===== src/verilog/pse_mode_pkg.sv =====
/*
  constants, encodings and carriers shared by the channel mode control block.
  assumes a single 250 mhz system clock.
*/
package pse_mode_pkg;
  localparam int NUM_CH  = 4;
  localparam int NUM_PRT = 2;
  // channel_mode_bits encodings
  localparam logic [1:0] MODE_OFF  = 2'h0;
  localparam logic [1:0] MODE_MAN  = 2'h1;
  localparam logic [1:0] MODE_SEMI = 2'h2;
  localparam logic [1:0] MODE_AUTO = 2'h3;
  // command codes
  localparam logic [7:0] CMD_EVENT  = 8'h02;
  localparam logic [7:0] CMD_DETCLS = 8'h04;
  localparam logic [7:0] CMD_FAULT  = 8'h06;
  localparam logic [7:0] CMD_STILIM = 8'h08;
  localparam logic [7:0] CMD_STATUS = 8'h10;
  localparam logic [7:0] CMD_MODE   = 8'h12;
  localparam logic [7:0] CMD_ENABLE = 8'h14;
  localparam logic [7:0] CMD_POWER_ON_COMMAND   = 8'h19;
  localparam logic [7:0] CMD_POL2   = 8'h1e;
  localparam logic [7:0] CMD_FPW    = 8'h29;
  localparam logic [7:0] CMD_POL4   = 8'h2a;
  localparam logic [7:0] CMD_FB     = 8'h40;
  // values after reset
  localparam logic [7:0] MODE_RESET   = 8'h00;
  localparam logic [7:0] POLICE_RESET = 8'hff;
  // timing
  localparam int CLK_MHZ         = 250;
  localparam int HOLD_DROPOUT_US = 400;
  localparam int COOLDOWN_MS     = 1000;
  localparam int DROPOUT_CYC     = HOLD_DROPOUT_US * CLK_MHZ;
  localparam int COOL_CYC        = COOLDOWN_MS * 1000 * CLK_MHZ;
  localparam int CNT_W           = 28;

  typedef enum logic [2:0] {CH_IDLE, CH_DETECT, CH_CLASSIFY, CH_POWERED, CH_COOL} ch_state_e;

  typedef struct packed {
    logic [1:0] mode;
    logic       det_en;
    logic       cls_en;
    logic       power_on_command;
    logic       port_ok;
    logic       pair_go;
    logic       cls_block;
    logic       four_pair;
  } ch_ctl_s;

  typedef struct packed {
    logic meas_done;
    logic det_valid;
    logic pg;
    logic low_cur;
    logic fault;
  } ch_ana_s;

  typedef struct packed {
    logic pwr;
    logic pg;
    logic det_ok;
    logic det_start;
    logic cls_start;
    logic det_fin;
    logic cls_fin;
    logic disc;
    logic clr_det;
    logic clr_cls;
  } ch_out_s;
endpackage


===== src/verilog/pse_mode_ctrl.sv =====
/*
  channel operating-mode control for four channels (two ports) with the
  register set that the modes touch, and one sequencer per channel.
  assumes a command-port front end that presents decoded register
  writes and reads on the system clock, and an analog measurement engine.
*/
// Overview of operation
// - two-bit mode per channel, reset zero: off, manual, semiauto, auto.
// - four-pair port channels need equal modes, else turn-on is ignored.
// - off mode keeps channel unpowered, no detection or classification.
// - entering off clears flags, faults, class, power status, enables, foldback.
// - entering off loads two-pair policing, and four-pair policing on four-pair ports, with all ones.
// - entering off clears measurements, resistance, classes and autoclass results.
// - clearing may take up to 5 ms; host waits before relying on it.
// - off clearing touches only bits of that channel or port.
// - power-good or power-enabled falling sets its change event.
// - semiauto to manual or off aborts a running cooldown.
// - manual mode idles until commanded, then runs one cycle.
// - power-on command turns the channel on at once, no discovery.
// - manual-powered channels get no class; host programs policing, foldback.
// - manual four-pair, one channel enabled: run it alone, no connection check.
// - manual four-pair, both detects in one write: detect both, check if valid.
// - manual four-pair, both class enables in one write: staggered classification.
// - manual four-pair disconnect is per channel, sets disconnect fault.
// - semiauto unpowered: idle, cycle detect, or cycle detect plus class.
// - semiauto four-pair: connection check once either channel detects valid.
// - unpowered half of dual-signature load resumes discovery if enabled.
// - auto powers valid, classified channels; idle until enabled or commanded.
// - manual detect and class enables clear themselves after their cycle.
// - four-pair semiauto or auto needs both enables on both channels.
`timescale 1ns/1ns
module pse_mode_ctrl #(
  parameter int DROPOUT_CYC = pse_mode_pkg::DROPOUT_CYC,
  parameter int COOL_CYC    = pse_mode_pkg::COOL_CYC
) (
  input  wire logic        clk_in,         // system clock
  input  wire logic        sys_rst_in,     // async reset, high
  input  wire logic        ce_in,          // clock enable
  input  wire logic        reg_wr_in,      // register write strobe
  input  wire logic        reg_rd_in,      // register read strobe
  input  wire logic [7:0]  reg_cmd_in,     // command code
  input  wire logic [7:0]  reg_wdata_in,   // write data
  output logic [7:0]       reg_rdata_out,  // read data
  input  wire logic [3:0]  meas_done_in,   // measurement finished
  input  wire logic [3:0]  det_valid_in,   // detection result valid
  input  wire logic [3:0]  pg_pin_in,      // power-good comparator pin
  input  wire logic [3:0]  low_cur_pin_in, // below hold current pin
  input  wire logic [3:0]  cut_fault_in,   // overpower cut pulse
  input  wire logic [3:0]  start_fault_in, // startup fault pulse
  input  wire logic [3:0]  ilim_fault_in,  // current limit pulse
  output logic [3:0]       det_start_out,  // start detection
  output logic [3:0]       cls_start_out,  // start classification
  output logic [1:0]       conn_start_out, // start connection check
  output logic [3:0]       power_en_out,   // channel switch on
  output logic [3:0]       clear_meas_out, // wipe measurement store
  output logic [31:0]      police2_out,    // two-pair policing
  output logic [15:0]      police4_out,    // four-pair policing
  output logic [3:0]       foldback_out    // double_foldback_select
);
  import pse_mode_pkg::*;

  typedef struct packed {
    logic [7:0]      mode;
    logic [7:0]      prev_mode;
    logic [7:0]      en;
    logic [7:0]      evt;
    logic [7:0]      cmp;
    logic [7:0]      flt;
    logic [7:0]      sil;
    logic [3:0][7:0] pol2;
    logic [1:0][7:0] pol4;
    logic [3:0]      fb;
    logic [1:0]      fpw;
    logic [7:0]      rdata;
    logic [3:0]      last_pwr;
    logic [3:0]      last_pg;
    logic [1:0]      both_det;
    logic [1:0]      stagger;
    logic [3:0]      pd_done;
    logic [3:0]      pd_ok;
    logic [1:0]      conn;
    logic [3:0]      clr;
    logic [7:0]      s1;
    logic [7:0]      s2;
    logic [7:0]      s3;
    logic [7:0]      f;
  } top_s;

  localparam top_s RESET_S = '{mode: MODE_RESET, pol2: {4{POLICE_RESET}},
                               pol4: {2{POLICE_RESET}}, default: '0};

  top_s       s;
  top_s       next_s;
  ch_ctl_s    ctl   [NUM_CH];
  ch_ana_s    ana   [NUM_CH];
  ch_out_s    chout [NUM_CH];
  logic [3:0] power_on_command_cmd;
  logic [3:0] pwr;
  logic [3:0] pg;
  logic [3:0] port_ok;

  ////////////////////////////////////////////////////////////////////////////
  // per-channel sequencers

  for (genvar g = 0; g < NUM_CH; g++) begin : g_ch
    localparam int P = g / 2;
    localparam int A = 2 * P;
    assign power_on_command_cmd[g] = reg_wr_in && reg_cmd_in == CMD_POWER_ON_COMMAND && reg_wdata_in[g];
    assign port_ok[g] = !s.fpw[P] || s.mode[4*P +: 2] == s.mode[4*P+2 +: 2];
    assign ctl[g] = '{mode: s.mode[2*g +: 2], det_en: s.en[g], cls_en: s.en[4+g],
                      power_on_command: power_on_command_cmd[g], port_ok: port_ok[g],
                      pair_go: &{s.en[A], s.en[A+1], s.en[4+A], s.en[5+A]},
                      cls_block: (g % 2 == 1) && s.stagger[P] && s.en[4+A],
                      four_pair: s.fpw[P]};
    assign ana[g] = '{meas_done: meas_done_in[g], det_valid: det_valid_in[g],
                      pg: s.f[4+g], low_cur: s.f[g],
                      fault: cut_fault_in[g] | start_fault_in[g] | ilim_fault_in[g]};
    pse_channel_seq #(
      .DROPOUT_CYC (DROPOUT_CYC),
      .COOL_CYC    (COOL_CYC)
    ) u_seq (
      .clk_in     (clk_in),
      .sys_rst_in (sys_rst_in),
      .ce_in      (ce_in),
      .ctl_in     (ctl[g]),
      .ana_in     (ana[g]),
      .out_out    (chout[g])
    );
    assign pwr[g] = chout[g].pwr;
    assign pg[g] = chout[g].pg;
    assign det_start_out[g] = chout[g].det_start;
    assign cls_start_out[g] = chout[g].cls_start;
  end

  ////////////////////////////////////////////////////////////////////////////
  // register file and mode-change side effects

  always_comb begin
    next_s = s;
    next_s.prev_mode = s.mode;
    next_s.conn = '0;
    next_s.clr = '0;
    next_s.last_pwr = pwr;
    next_s.last_pg = pg;
    // pins: a change counts once stages two and three agree
    next_s.s1 = {pg_pin_in, low_cur_pin_in};
    next_s.s2 = s.s1;
    next_s.s3 = s.s2;
    for (int b = 0; b < 8; b++) begin
      if (s.s2[b] == s.s3[b]) next_s.f[b] = s.s3[b];
    end
    // hardware clears first so a write in the same cycle wins
    for (int i = 0; i < NUM_CH; i++) begin
      if (chout[i].clr_det) next_s.en[i] = 1'b0;
      if (chout[i].clr_cls) next_s.en[4+i] = 1'b0;
      if (s.mode[2*i +: 2] == MODE_OFF && s.prev_mode[2*i +: 2] != MODE_OFF) begin
        next_s.en[i] = 1'b0;
        next_s.en[4+i] = 1'b0;
        next_s.cmp[i] = 1'b0;
        next_s.cmp[4+i] = 1'b0;
        next_s.flt[i] = 1'b0;
        next_s.flt[4+i] = 1'b0;
        next_s.sil[i] = 1'b0;
        next_s.sil[4+i] = 1'b0;
        next_s.fb[i] = 1'b0;
        next_s.pol2[i] = POLICE_RESET;
        if (s.fpw[i/2]) next_s.pol4[i/2] = POLICE_RESET;
        next_s.clr[i] = 1'b1;
      end
    end
    for (int p = 0; p < NUM_PRT; p++) begin
      if (!s.en[4+2*p] && !s.en[5+2*p]) next_s.stagger[p] = 1'b0;
    end
    if (reg_wr_in) begin
      if (reg_cmd_in >= CMD_POL2 && reg_cmd_in <= CMD_POL2 + 8'h03) begin
        next_s.pol2[reg_cmd_in[1:0] - CMD_POL2[1:0]] = reg_wdata_in;
      end
      if (reg_cmd_in[7:1] == CMD_POL4[7:1]) next_s.pol4[reg_cmd_in[0]] = reg_wdata_in;
      case (reg_cmd_in)
        CMD_MODE:   next_s.mode = reg_wdata_in;
        CMD_ENABLE: begin
          next_s.en = reg_wdata_in;
          for (int p = 0; p < NUM_PRT; p++) begin
            if (s.fpw[p] && s.mode[4*p +: 4] == {MODE_MAN, MODE_MAN}) begin
              if (reg_wdata_in[2*p] && reg_wdata_in[2*p+1]) begin
                next_s.both_det[p] = 1'b1;
                next_s.pd_done[2*p +: 2] = 2'h0;
                next_s.pd_ok[2*p +: 2] = 2'h0;
              end
              if (reg_wdata_in[4+2*p] && reg_wdata_in[5+2*p]) next_s.stagger[p] = 1'b1;
            end
          end
        end
        CMD_EVENT:  next_s.evt = s.evt & ~reg_wdata_in;
        CMD_DETCLS: next_s.cmp = s.cmp & ~reg_wdata_in;
        CMD_FAULT:  next_s.flt = s.flt & ~reg_wdata_in;
        CMD_STILIM: next_s.sil = s.sil & ~reg_wdata_in;
        CMD_FPW:    next_s.fpw = reg_wdata_in[1:0];
        CMD_FB:     next_s.fb = reg_wdata_in[3:0];
        default:    next_s.mode = s.mode;
      endcase
    end
    // hardware sets last so an event never loses to a clear
    for (int i = 0; i < NUM_CH; i++) begin
      if (s.last_pwr[i] && !pwr[i]) next_s.evt[i] = 1'b1;
      if (s.last_pg[i] && !pg[i]) next_s.evt[4+i] = 1'b1;
      if (chout[i].det_fin) next_s.cmp[i] = 1'b1;
      if (chout[i].cls_fin) next_s.cmp[4+i] = 1'b1;
      if (cut_fault_in[i]) next_s.flt[i] = 1'b1;
      if (chout[i].disc) next_s.flt[4+i] = 1'b1;
      if (ilim_fault_in[i]) next_s.sil[i] = 1'b1;
      if (start_fault_in[i]) next_s.sil[4+i] = 1'b1;
    end
    for (int p = 0; p < NUM_PRT; p++) begin
      if (s.fpw[p] && s.mode[4*p+1]) begin
        if ((chout[2*p].det_fin && chout[2*p].det_ok) ||
            (chout[2*p+1].det_fin && chout[2*p+1].det_ok)) next_s.conn[p] = 1'b1;
      end
      // single-channel manual detects never reach here, so no check runs
      if (s.both_det[p]) begin
        for (int k = 2*p; k < 2*p+2; k++) begin
          if (chout[k].det_fin) next_s.pd_done[k] = 1'b1;
          if (chout[k].det_fin && chout[k].det_ok) next_s.pd_ok[k] = 1'b1;
        end
        if (&next_s.pd_done[2*p +: 2]) begin
          next_s.conn[p] = &next_s.pd_ok[2*p +: 2];
          next_s.both_det[p] = 1'b0;
        end
      end
    end
    if (reg_rd_in) begin
      if (reg_cmd_in >= CMD_POL2 && reg_cmd_in <= CMD_POL2 + 8'h03) begin
        next_s.rdata = s.pol2[reg_cmd_in[1:0] - CMD_POL2[1:0]];
      end else if (reg_cmd_in[7:1] == CMD_POL4[7:1]) begin
        next_s.rdata = s.pol4[reg_cmd_in[0]];
      end else begin
        case (reg_cmd_in)
          CMD_MODE:   next_s.rdata = s.mode;
          CMD_ENABLE: next_s.rdata = s.en;
          CMD_EVENT:  next_s.rdata = s.evt;
          CMD_DETCLS: next_s.rdata = s.cmp;
          CMD_FAULT:  next_s.rdata = s.flt;
          CMD_STILIM: next_s.rdata = s.sil;
          CMD_STATUS: next_s.rdata = {pg, pwr};
          CMD_FPW:    next_s.rdata = {6'h00, s.fpw};
          CMD_FB:     next_s.rdata = {4'h0, s.fb};
          default:    next_s.rdata = 8'h00;
        endcase
      end
    end
  end

  always_ff @(posedge clk_in or posedge sys_rst_in) begin
    if (sys_rst_in) begin
      s <= RESET_S;
    end else if (ce_in) begin
      s <= next_s;
    end
  end

  assign reg_rdata_out = s.rdata;
  assign conn_start_out = s.conn;
  assign power_en_out = pwr;
  assign clear_meas_out = s.clr;
  assign police2_out = s.pol2;
  assign police4_out = s.pol4;
  assign foldback_out = s.fb;

  logic off_entry0;
  assign off_entry0 = ce_in && s.mode[1:0] == MODE_OFF && s.prev_mode[1:0] != MODE_OFF;
endmodule


===== src/verilog/pse_channel_seq.sv =====
/*
  per-channel discovery and power sequencer.
  assumes mode, enables and commands from the register block on the same clock.
*/
`timescale 1ns/1ns
module pse_channel_seq #(
  parameter int DROPOUT_CYC = 1,
  parameter int COOL_CYC    = 1
) (
  input  wire logic                  clk_in,     // system clock
  input  wire logic                  sys_rst_in, // async reset, high
  input  wire logic                  ce_in,      // clock enable
  input  wire pse_mode_pkg::ch_ctl_s ctl_in,     // mode and commands
  input  wire pse_mode_pkg::ch_ana_s ana_in,     // measurement results
  output pse_mode_pkg::ch_out_s      out_out     // requests and flags
);
  import pse_mode_pkg::*;

  typedef struct packed {
    ch_state_e        st;
    logic [CNT_W-1:0] cnt;
    logic [1:0]       last_mode;
    logic             used_det;
    logic             used_cls;
    ch_out_s          o;
  } seq_s;

  seq_s s;
  seq_s next_s;
  logic manual;

  assign manual = ctl_in.mode == MODE_MAN;

  always_comb begin
    next_s = s;
    next_s.last_mode = ctl_in.mode;
    next_s.o = '{pwr: s.o.pwr, pg: s.o.pg, det_ok: s.o.det_ok, default: 1'b0};
    // one-shot latches rearm only once the enable bit is clear again
    if (!ctl_in.det_en) next_s.used_det = 1'b0;
    if (!ctl_in.cls_en) next_s.used_cls = 1'b0;
    if (ctl_in.mode == MODE_OFF) begin
      next_s.st = CH_IDLE;
      next_s.o.pwr = 1'b0;
      next_s.o.pg = 1'b0;
      next_s.o.det_ok = 1'b0;
      next_s.cnt = '0;
    end else if (ctl_in.power_on_command && ctl_in.port_ok) begin
      next_s.st = CH_POWERED;
      next_s.o.pwr = 1'b1;
      next_s.cnt = '0;
    end else if (s.st == CH_COOL && s.last_mode == MODE_SEMI && manual) begin
      next_s.st = CH_IDLE;
      next_s.cnt = '0;
    end else begin
      unique case (s.st)
        CH_IDLE: begin
          if (manual && ctl_in.det_en && !s.used_det) begin
            next_s.st = CH_DETECT;
            next_s.used_det = 1'b1;
            next_s.o.det_start = 1'b1;
          end else if (manual && ctl_in.cls_en && !s.used_cls && !ctl_in.cls_block) begin
            next_s.st = CH_CLASSIFY;
            next_s.used_cls = 1'b1;
            next_s.o.cls_start = 1'b1;
          end else if (!manual && ctl_in.det_en && (!ctl_in.four_pair || ctl_in.pair_go)) begin
            next_s.st = CH_DETECT;
            next_s.o.det_start = 1'b1;
          end
        end
        CH_DETECT: begin
          if (ana_in.meas_done) begin
            next_s.o.det_fin = 1'b1;
            next_s.o.det_ok = ana_in.det_valid;
            next_s.o.clr_det = manual;
            if (!manual && ctl_in.cls_en && ana_in.det_valid) begin
              next_s.st = CH_CLASSIFY;
              next_s.o.cls_start = 1'b1;
            end else begin
              next_s.st = CH_IDLE;
            end
          end
        end
        CH_CLASSIFY: begin
          if (ana_in.meas_done) begin
            next_s.o.cls_fin = 1'b1;
            next_s.o.clr_cls = manual;
            if (ctl_in.mode == MODE_AUTO && ctl_in.port_ok) begin
              next_s.st = CH_POWERED;
              next_s.o.pwr = 1'b1;
              next_s.cnt = '0;
            end else begin
              next_s.st = CH_IDLE;
            end
          end
        end
        CH_POWERED: begin
          next_s.o.pg = s.o.pg | ana_in.pg;
          if (ana_in.fault) begin
            next_s.st = CH_COOL;
            next_s.o.pwr = 1'b0;
            next_s.o.pg = 1'b0;
            next_s.cnt = '0;
          end else if (ana_in.low_cur) begin
            next_s.cnt = s.cnt + 1'b1;
            if (s.cnt == CNT_W'(DROPOUT_CYC - 1)) begin
              next_s.st = CH_IDLE;
              next_s.o.pwr = 1'b0;
              next_s.o.pg = 1'b0;
              next_s.o.disc = 1'b1;
              next_s.cnt = '0;
            end
          end else begin
            next_s.cnt = '0;
          end
        end
        CH_COOL: begin
          next_s.cnt = s.cnt + 1'b1;
          if (s.cnt == CNT_W'(COOL_CYC - 1)) begin
            next_s.st = CH_IDLE;
            next_s.cnt = '0;
          end
        end
        default: next_s.st = CH_IDLE;
      endcase
    end
  end

  always_ff @(posedge clk_in or posedge sys_rst_in) begin
    if (sys_rst_in) begin
      s <= '0;
    end else if (ce_in) begin
      s <= next_s;
    end
  end

  assign out_out = s.o;
endmodule


===== config.mk =====
export PLATFORM = sky130hd
export DESIGN_NAME = pse_mode_ctrl
export DESIGN_NICKNAME = d
export VERILOG_FILES = /design/src/verilog/pse_mode_pkg.sv /design/src/verilog/pse_mode_ctrl.sv /design/src/verilog/pse_channel_seq.sv
export SDC_FILE = /design/constraint.sdc
export NUM_CORES = 1
export LEC_CHECK = 0
export BUFFER_PORTS_ARGS = -buffer_cell sky130_fd_sc_hd__buf_2
export CAP_MARGIN = 20
export CELL_PAD_IN_SITES_DETAIL_PLACEMENT = 1
export CELL_PAD_IN_SITES_GLOBAL_PLACEMENT = 1
export CORE_MARGIN = 2
export CORE_UTILIZATION = 45
export CTS_BUF_LIST = sky130_fd_sc_hd__clkbuf_2
export CTS_CLUSTER_DIAMETER = 200
export DETAILED_ROUTE_END_ITERATION = 12
export PLACE_DENSITY = 0.79
export SLEW_MARGIN = 5
export SYNTH_ARGS = -nofsm -noshare
export SYNTH_HDL_FRONTEND = slang
export SYNTH_SLANG_ARGS = --single-unit

===== constraint.sdc =====
create_clock -name clk_in -period 11.55 [get_ports clk_in]
set_input_delay 0.5775 -clock clk_in [delete_from_list [all_inputs] [get_ports clk_in]]
set_output_delay 0.5775 -clock clk_in [all_outputs]
set_load 0.005 [all_outputs]

Word-level counts from Yosys, hierarchy flattened. Cells that the tools add are included.

Register bits: 356. Latch bits: 0. Memory bits (writable): 0. ROM bits: 0. Memories: 0.

Add/sub/neg operators: 5. Multipliers: 0. Divide/modulo/power cells: 0. Order comparisons: 6. Eq/ne operators: 115. Shift operators: 0. Mux-type cells: 403. Bitwise logic cells: 17. Reductions and logical operators: 213.

Operators by type and width (count): two-way mux 31 bit (28); case mux 28 bit (3 select lines) (4); two-way mux 1 bit (230); two-way mux 28 bit (8); two-way mux 8 bit (24); adder 28 x 1 -> 28 bit (second input constant) (4); equality test 28 x 17 -> 1 bit (second input constant) (4); equality test 28 bit (second input constant) (4); two-way mux 2 bit (49); two-way mux 94 bit (1); logical AND 1 bit (86); two-way mux 12 bit (6); two-way mux 3 bit (24); case mux 8 bit (9 select lines) (1); nonzero test 2 bit (32); != test 5 x 3 -> 1 bit (second input constant) (12); case mux 3 bit (5 select lines) (4); AND reduction 7 bit (8); != test 5 x 4 -> 1 bit (second input constant) (8); AND reduction 4 bit (10); two-way mux 9 bit (4); AND 8 bit (4); bitwise mux 32 bit (1); equality test 8 x 5 -> 1 bit (second input constant) (4); other kinds (49) (199).

Logic depth before layout (Yosys ltp).
Depth after elaboration: 12. Depth in mapped cells: 10. Gate-level depth less buffers: 8.

Hierarchy. From an unflattened synthesis, not the netlist that was laid out.

Cells, all modules: 2155. Area, all modules: 20956.3 um2.

Modules (own cells, without submodules): pse_channel_seq (times used 4, cells each 332, area each 2942.8 um2); pse_mode_ctrl (times used 1, cells each 827, area each 9185.1 um2).

Least setup slack after synthesis. Ideal clock, no wire load.

Kind: in2reg. From: input port reg_cmd_in[7]. To: register g_ch[1].u_seq.s[42] (netlist bit). Arrival time: 2867 ps. Setup slack: 8558 ps. Stages on the path: 8. Path buffers: 2. Cell sequence: or4b_1 -> clkbuf_1 -> or4_1 -> o21a_1 -> buf_2 -> o31a_1 -> a2111oi_2 -> mux2_2.

Cells in the longest elaborated chain, start to end: 6. Elaborated cells between the ends (all ways): 13. Those cells by class: 7 x eq/ne; 2 x mux; 4 x reduce/logical.

Ends and longest elaborated chain: start, declared (RTL line pse_mode_ctrl.sv:41) `input wire logic [7:0] reg_cmd_in,`; equality test 8 x 5 -> 1 bit * (RTL line pse_mode_ctrl.sv:108) `assign power_on_command_cmd[g] = reg_wr_in && reg_cmd_in == CMD_POWER_ON_COMMAND && reg_wdata_in[g];`; logical AND 1 bit * (2 in series) (RTL line pse_mode_ctrl.sv:108); logical AND 1 bit * (RTL line pse_channel_seq.sv:47) `end else if (ctl_in.power_on_command && ctl_in.port_ok) begin`; != test 7 x 2 -> 1 bit (no source line) (tied with other cells); AND reduction 7 bit (no source line) or two-way mux 31 bit (tied branches); end signal, assigned (RTL line pse_channel_seq.sv:132) `s <= next_s;`; end, declared (RTL line pse_channel_seq.sv:28) `seq_s s;`.

Mark *: on every way between the ends. The rest lies on a longest branch, timed or not. A chain may end at the register's enable or synchronous reset.

Final worst setup path.
From: input port reg_cmd_in[7]. To: register g_ch[3].u_seq.s[30] (netlist bit).

Cells in the longest elaborated chain, start to end: 6. Elaborated cells between the ends (all ways): 10. Those cells by class: 3 x eq/ne; 2 x mux; 5 x reduce/logical.

Ends and longest elaborated chain (RTL line): equality test 8 x 5 -> 1 bit * (pse_mode_ctrl.sv:108); logical AND 1 bit * (2 in series) (pse_mode_ctrl.sv:108); logical AND 1 bit * (pse_channel_seq.sv:47); != test 5 x 2 -> 1 bit (no source line) (tied with other cells); AND reduction 4 bit (no source line) or two-way mux 31 bit (tied branches); end signal, assigned (pse_channel_seq.sv:132); end, declared (pse_channel_seq.sv:28).

Marks and branches as above.

==> flow_summary.yaml <==
routing:
  drc: 0
  ant_nets: 0
  drt-pass1-iter-count: 5
  detail_route.wl_per_cell_um: 21.7
  avgViaCountPerCell: 6.22
  drtIter0Drc: 1468
  routed_wl_mm: 60.7
  vias: 17388
synthesis:
  yosys_warnings: 0
  seq_area_frac_synth_pct: 45.9
  yosys.cell_types.count: 87
  netlist_area_mm2: 0.0191
  syn_nets: 2130
  ys_top_cells_by_area: "dfrtp_1, dfstp_2, o21ai_0"
  ys_ff_latch: 348
  ys_top_cells_by_count: "dfrtp_1, nand2_1, o21ai_0"
  postSynthAreaPerCell_um2: 9.21
  synth_most_common_cell: "dfrtp_1"
  synthArstFlopShare_pct: 100
  yosys.area.top_type: "dfrtp_1"
  synth_edf_count: 0
  yosysTopAreaCellShare_pct: 39.3
  synthFlopType: "dfrtp_1"
  syn-instance-count: 2077
floorplan:
  ios: 127
  start_util_pct: 45.6
  dieWidth_um: 210
  fp.dieArea_mm2: 0.0442
  rows: 75
  core_mm2: 0.0419
  chipHeight_um: 210
worst_setup_path:
  cp_slowest_cell: "or4b_1"
  cp.required_ns: 12.49
  cp.arrival_ns: 4.51
  critPathLaunchType: "primary input"
  worst-path-buf-inv: 3
  cp-end-kind: "flop"
  worstPathCellList: "dlygate4sd3_1, buf_2, or4b_1, or3_4, o31ai_4, o31ai_2, buf_4, a211o_1, or4_1, nand3_1"
  slowest_delay_ns: 0.65
  worst-setup-path-type: "in2reg"
  path_max_fanout: 30
  crit_family: "simple AND/OR/NAND/NOR gates"
sta:
  rsz0062_at_grt: "false"
  finalHoldViolations: 0
  fmax_mhz: 280
  finalCritPeriodShare_pct: 30.9
  finalSetupViolations: 0
  worst_pin_slew_ns: 1.16
  post-route-min-period_ns: 3.57
  fin_setup_tns_ns: 0
  slew-limit-headroom_pct: 22.3
  slew_violations: 0
  skew_ns: 0.0889
cells_and_area:
  n_fill_cell: 4955
  seq_area_mm2: 0.00877
  drive_above_1_share_pct: 19.6
  multiInputGateArea_mm2: 0.00908
  finalNonFillerCells: 2794
  finish.net_count: 2227
  syn_to_final_growth_pct: 9.25
run_status:
  outcome: "finished, final reports clean"
global_routing:
  grt.overflow.total: 0
  antenna_found_initial: 2
  use_met1_pct: 37.2
  use_met2_pct: 44.1
  grt.total_usage_pct: 27.7
  use_met3_pct: 6.08
  busiest_layer: "met2"
  grt_max_degree: 80
  grt_pass1_wl_mm: 98.3
  first_global_vias: 18018
flow_run:
  maxCapViolations: 0
cts:
  clockBufferDepth: 3
  post_cts.repair.setup_buffers: 0
  cts_made_buffers: 94
  cts_num_sinks: 348
  cts_tree: "built"
  clock_latency_ns: 1.08
  clk_pin_slew_ns: 0.11
  root_buffer: "clkbuf_2"
  htreeDepth: 3
placed_design:
  placedCellCount: 2574
  dpl.hpwl_mm: 42.1
  gp_routability_congestion: 0.893
  io_buffers: 126
power_and_ir_drop:
  p_sw_share_pct: 30.7
  ir_drop_mv: 0.0770
  power.switching_mw: 0.819
  seqPwrFrac_pct: 53.9
  p_per_area_mw_per_mm2: 128
  comb_power_share_pct: 12.5
  p_int_mw: 1.85
  leakagePower_nw: 8.76
  clock_power_share_pct: 33.6
worst_hold_path:
  min-delay-path-class: "in2async"
==> metrics by stage <==
step	hold slack [ns]	cell area, µm²	setup slack [ns]	util [%]	power, mW
finish	0.0874	20900	7.98	49.8	2.67
global route	0.0423	20900	7.84	49.8	2.81
CTS	0.0526	20900	8.09	49.8	2.69
detailed placement	0.472	19600	7.49	46.7	1.78
global placement	0.462	19600	7.54	46.7	1.76
floorplan	0.437	19100	1.40	-	1.69
==> worst reg2reg max path, stage by stage, from the launching register on <==
cell and delay (ns):
dfrtp_1 0.47, or4b_2 0.68, or4_1 0.43, o31a_1 0.29, o21ai_1 0.14, buf_4 0.30
or2_1 0.75, o311ai_0 0.24
==> layer usage <==
| metal | share of wire [%] | vias to the layer above |
|---|---|---|
| li1 | - | 7886 |
| met1 | 44 | 8873 |
| met2 | 47 | 502 |
| met3 | 5.9 | 127 |
| met4 | 3.0 | 0 |
| met5 | 0 | - |
==> state kept, by name, indices dropped and copies added (netlist names) <==
signal,cells
g_ch.u_seq.out_out,40
next_s,16
police2_out,32
ana,8
clear_meas_out,4
foldback_out,4
police4_out,16
g_ch.u_seq.s,133
conn_start_out,2
s,67
ctl,18
reg_rdata_out,8
==> cells in the final DEF, fill, tap and decap left out, types with 19 or more instances in the layout <==
| cell | netlist | routed |
|---|---|---|
| dfrtp_1 | 300 | 300 |
| nand2_1 | 246 | 246 |
| o21ai_0 | 187 | 187 |
| clkbuf_2 | 0 | 142 |
| buf_2 | 10 | 125 |
| nor2_1 | 106 | 106 |
| a21oi_1 | 90 | 90 |
| nand3_1 | 81 | 81 |
| inv_1 | 65 | 64 |
| a31oi_1 | 59 | 59 |
| mux2_2 | 53 | 53 |
| o22a_1 | 49 | 49 |
| o31ai_1 | 50 | 49 |
| dfstp_2 | 48 | 48 |
| nand4_1 | 45 | 45 |
| nor3_1 | 43 | 42 |
| dlygate4sd3_1 | 0 | 42 |
| nor2b_1 | 31 | 31 |
| buf_4 | 78 | 26 |
| and2_1 | 24 | 24 |
| nor4_1 | 23 | 23 |
| and3_1 | 23 | 23 |
| a22oi_1 | 22 | 22 |
| clkinv_1 | 1 | 22 |
| a22o_1 | 20 | 20 |
| or3_1 | 19 | 19 |
| o21ai_1 | 20 | 19 |
==> final timing paths <==
kind | from | to | slack (ns) | cells after the start
max | reg_cmd_in[7] | g_ch[3].u_seq.s[30] | 7.98 | 10
min | sys_rst_in | g_ch[1].u_seq.s[15] | 0.09 | 3
max reg2reg | g_ch[0].u_seq.s[21] | g_ch[0].u_seq.s[33] | 8.09 | 7
min reg2reg | g_ch[3].u_seq.s[10] | g_ch[3].u_seq.s[10] | 0.50 | 2
max in group asynchronous | sys_rst_in | g_ch[0].u_seq.out_out[9] | 9.98 | 4
min in group clk_in | reg_cmd_in[5] | ctl[18] | 0.19 | 5
==> cell type report <==
type / instances / share of cell area (%)
antenna: 6 / 0.0719
multi-input combinational: 1470 / 43.5
inverter: 66 / 1.22
sequential: 348 / 42.0
tap: 539 / 3.23
clock buffer: 141 / 3.38
timing repair buffer: 194 / 5.97
clock inverter: 30 / 0.689
==> repair_timing <==
item	4_1_cts	5_1_grt
hold buffers	42	0
endpoints found under the hold margin	190	0
resized for setup	0	0
setup endpoints to repair	0	0
==> kinds of logic after synthesis <==
| group | Yosys count | share of synthesized area (%) |
|---|---|---|
| flip-flops | 348 | 45.9 |
| AO/OA/AOI/OAI | 643 | 22.4 |
| multiplexers | 72 | 4.64 |
| adder cells (fa/ha/maj) | 4 | 0.262 |
| AND/OR/NAND/NOR | 745 | 19.9 |
| XOR/XNOR | 6 | 0.275 |
| buffers and inverters | 259 | 6.72 |
==> power by group through the flow <==
stage | combinational (mW) | clock (mW) | sequential (mW)
detailed placement | 0.322 | 0 | 1.46
floorplan | 0.272 | 0 | 1.42
CTS | 0.334 | 0.926 | 1.43
finish | 0.333 | 0.896 | 1.44
global placement | 0.307 | 0 | 1.45
global route | 0.366 | 0.993 | 1.45
(Power assumes the default switching activity.)
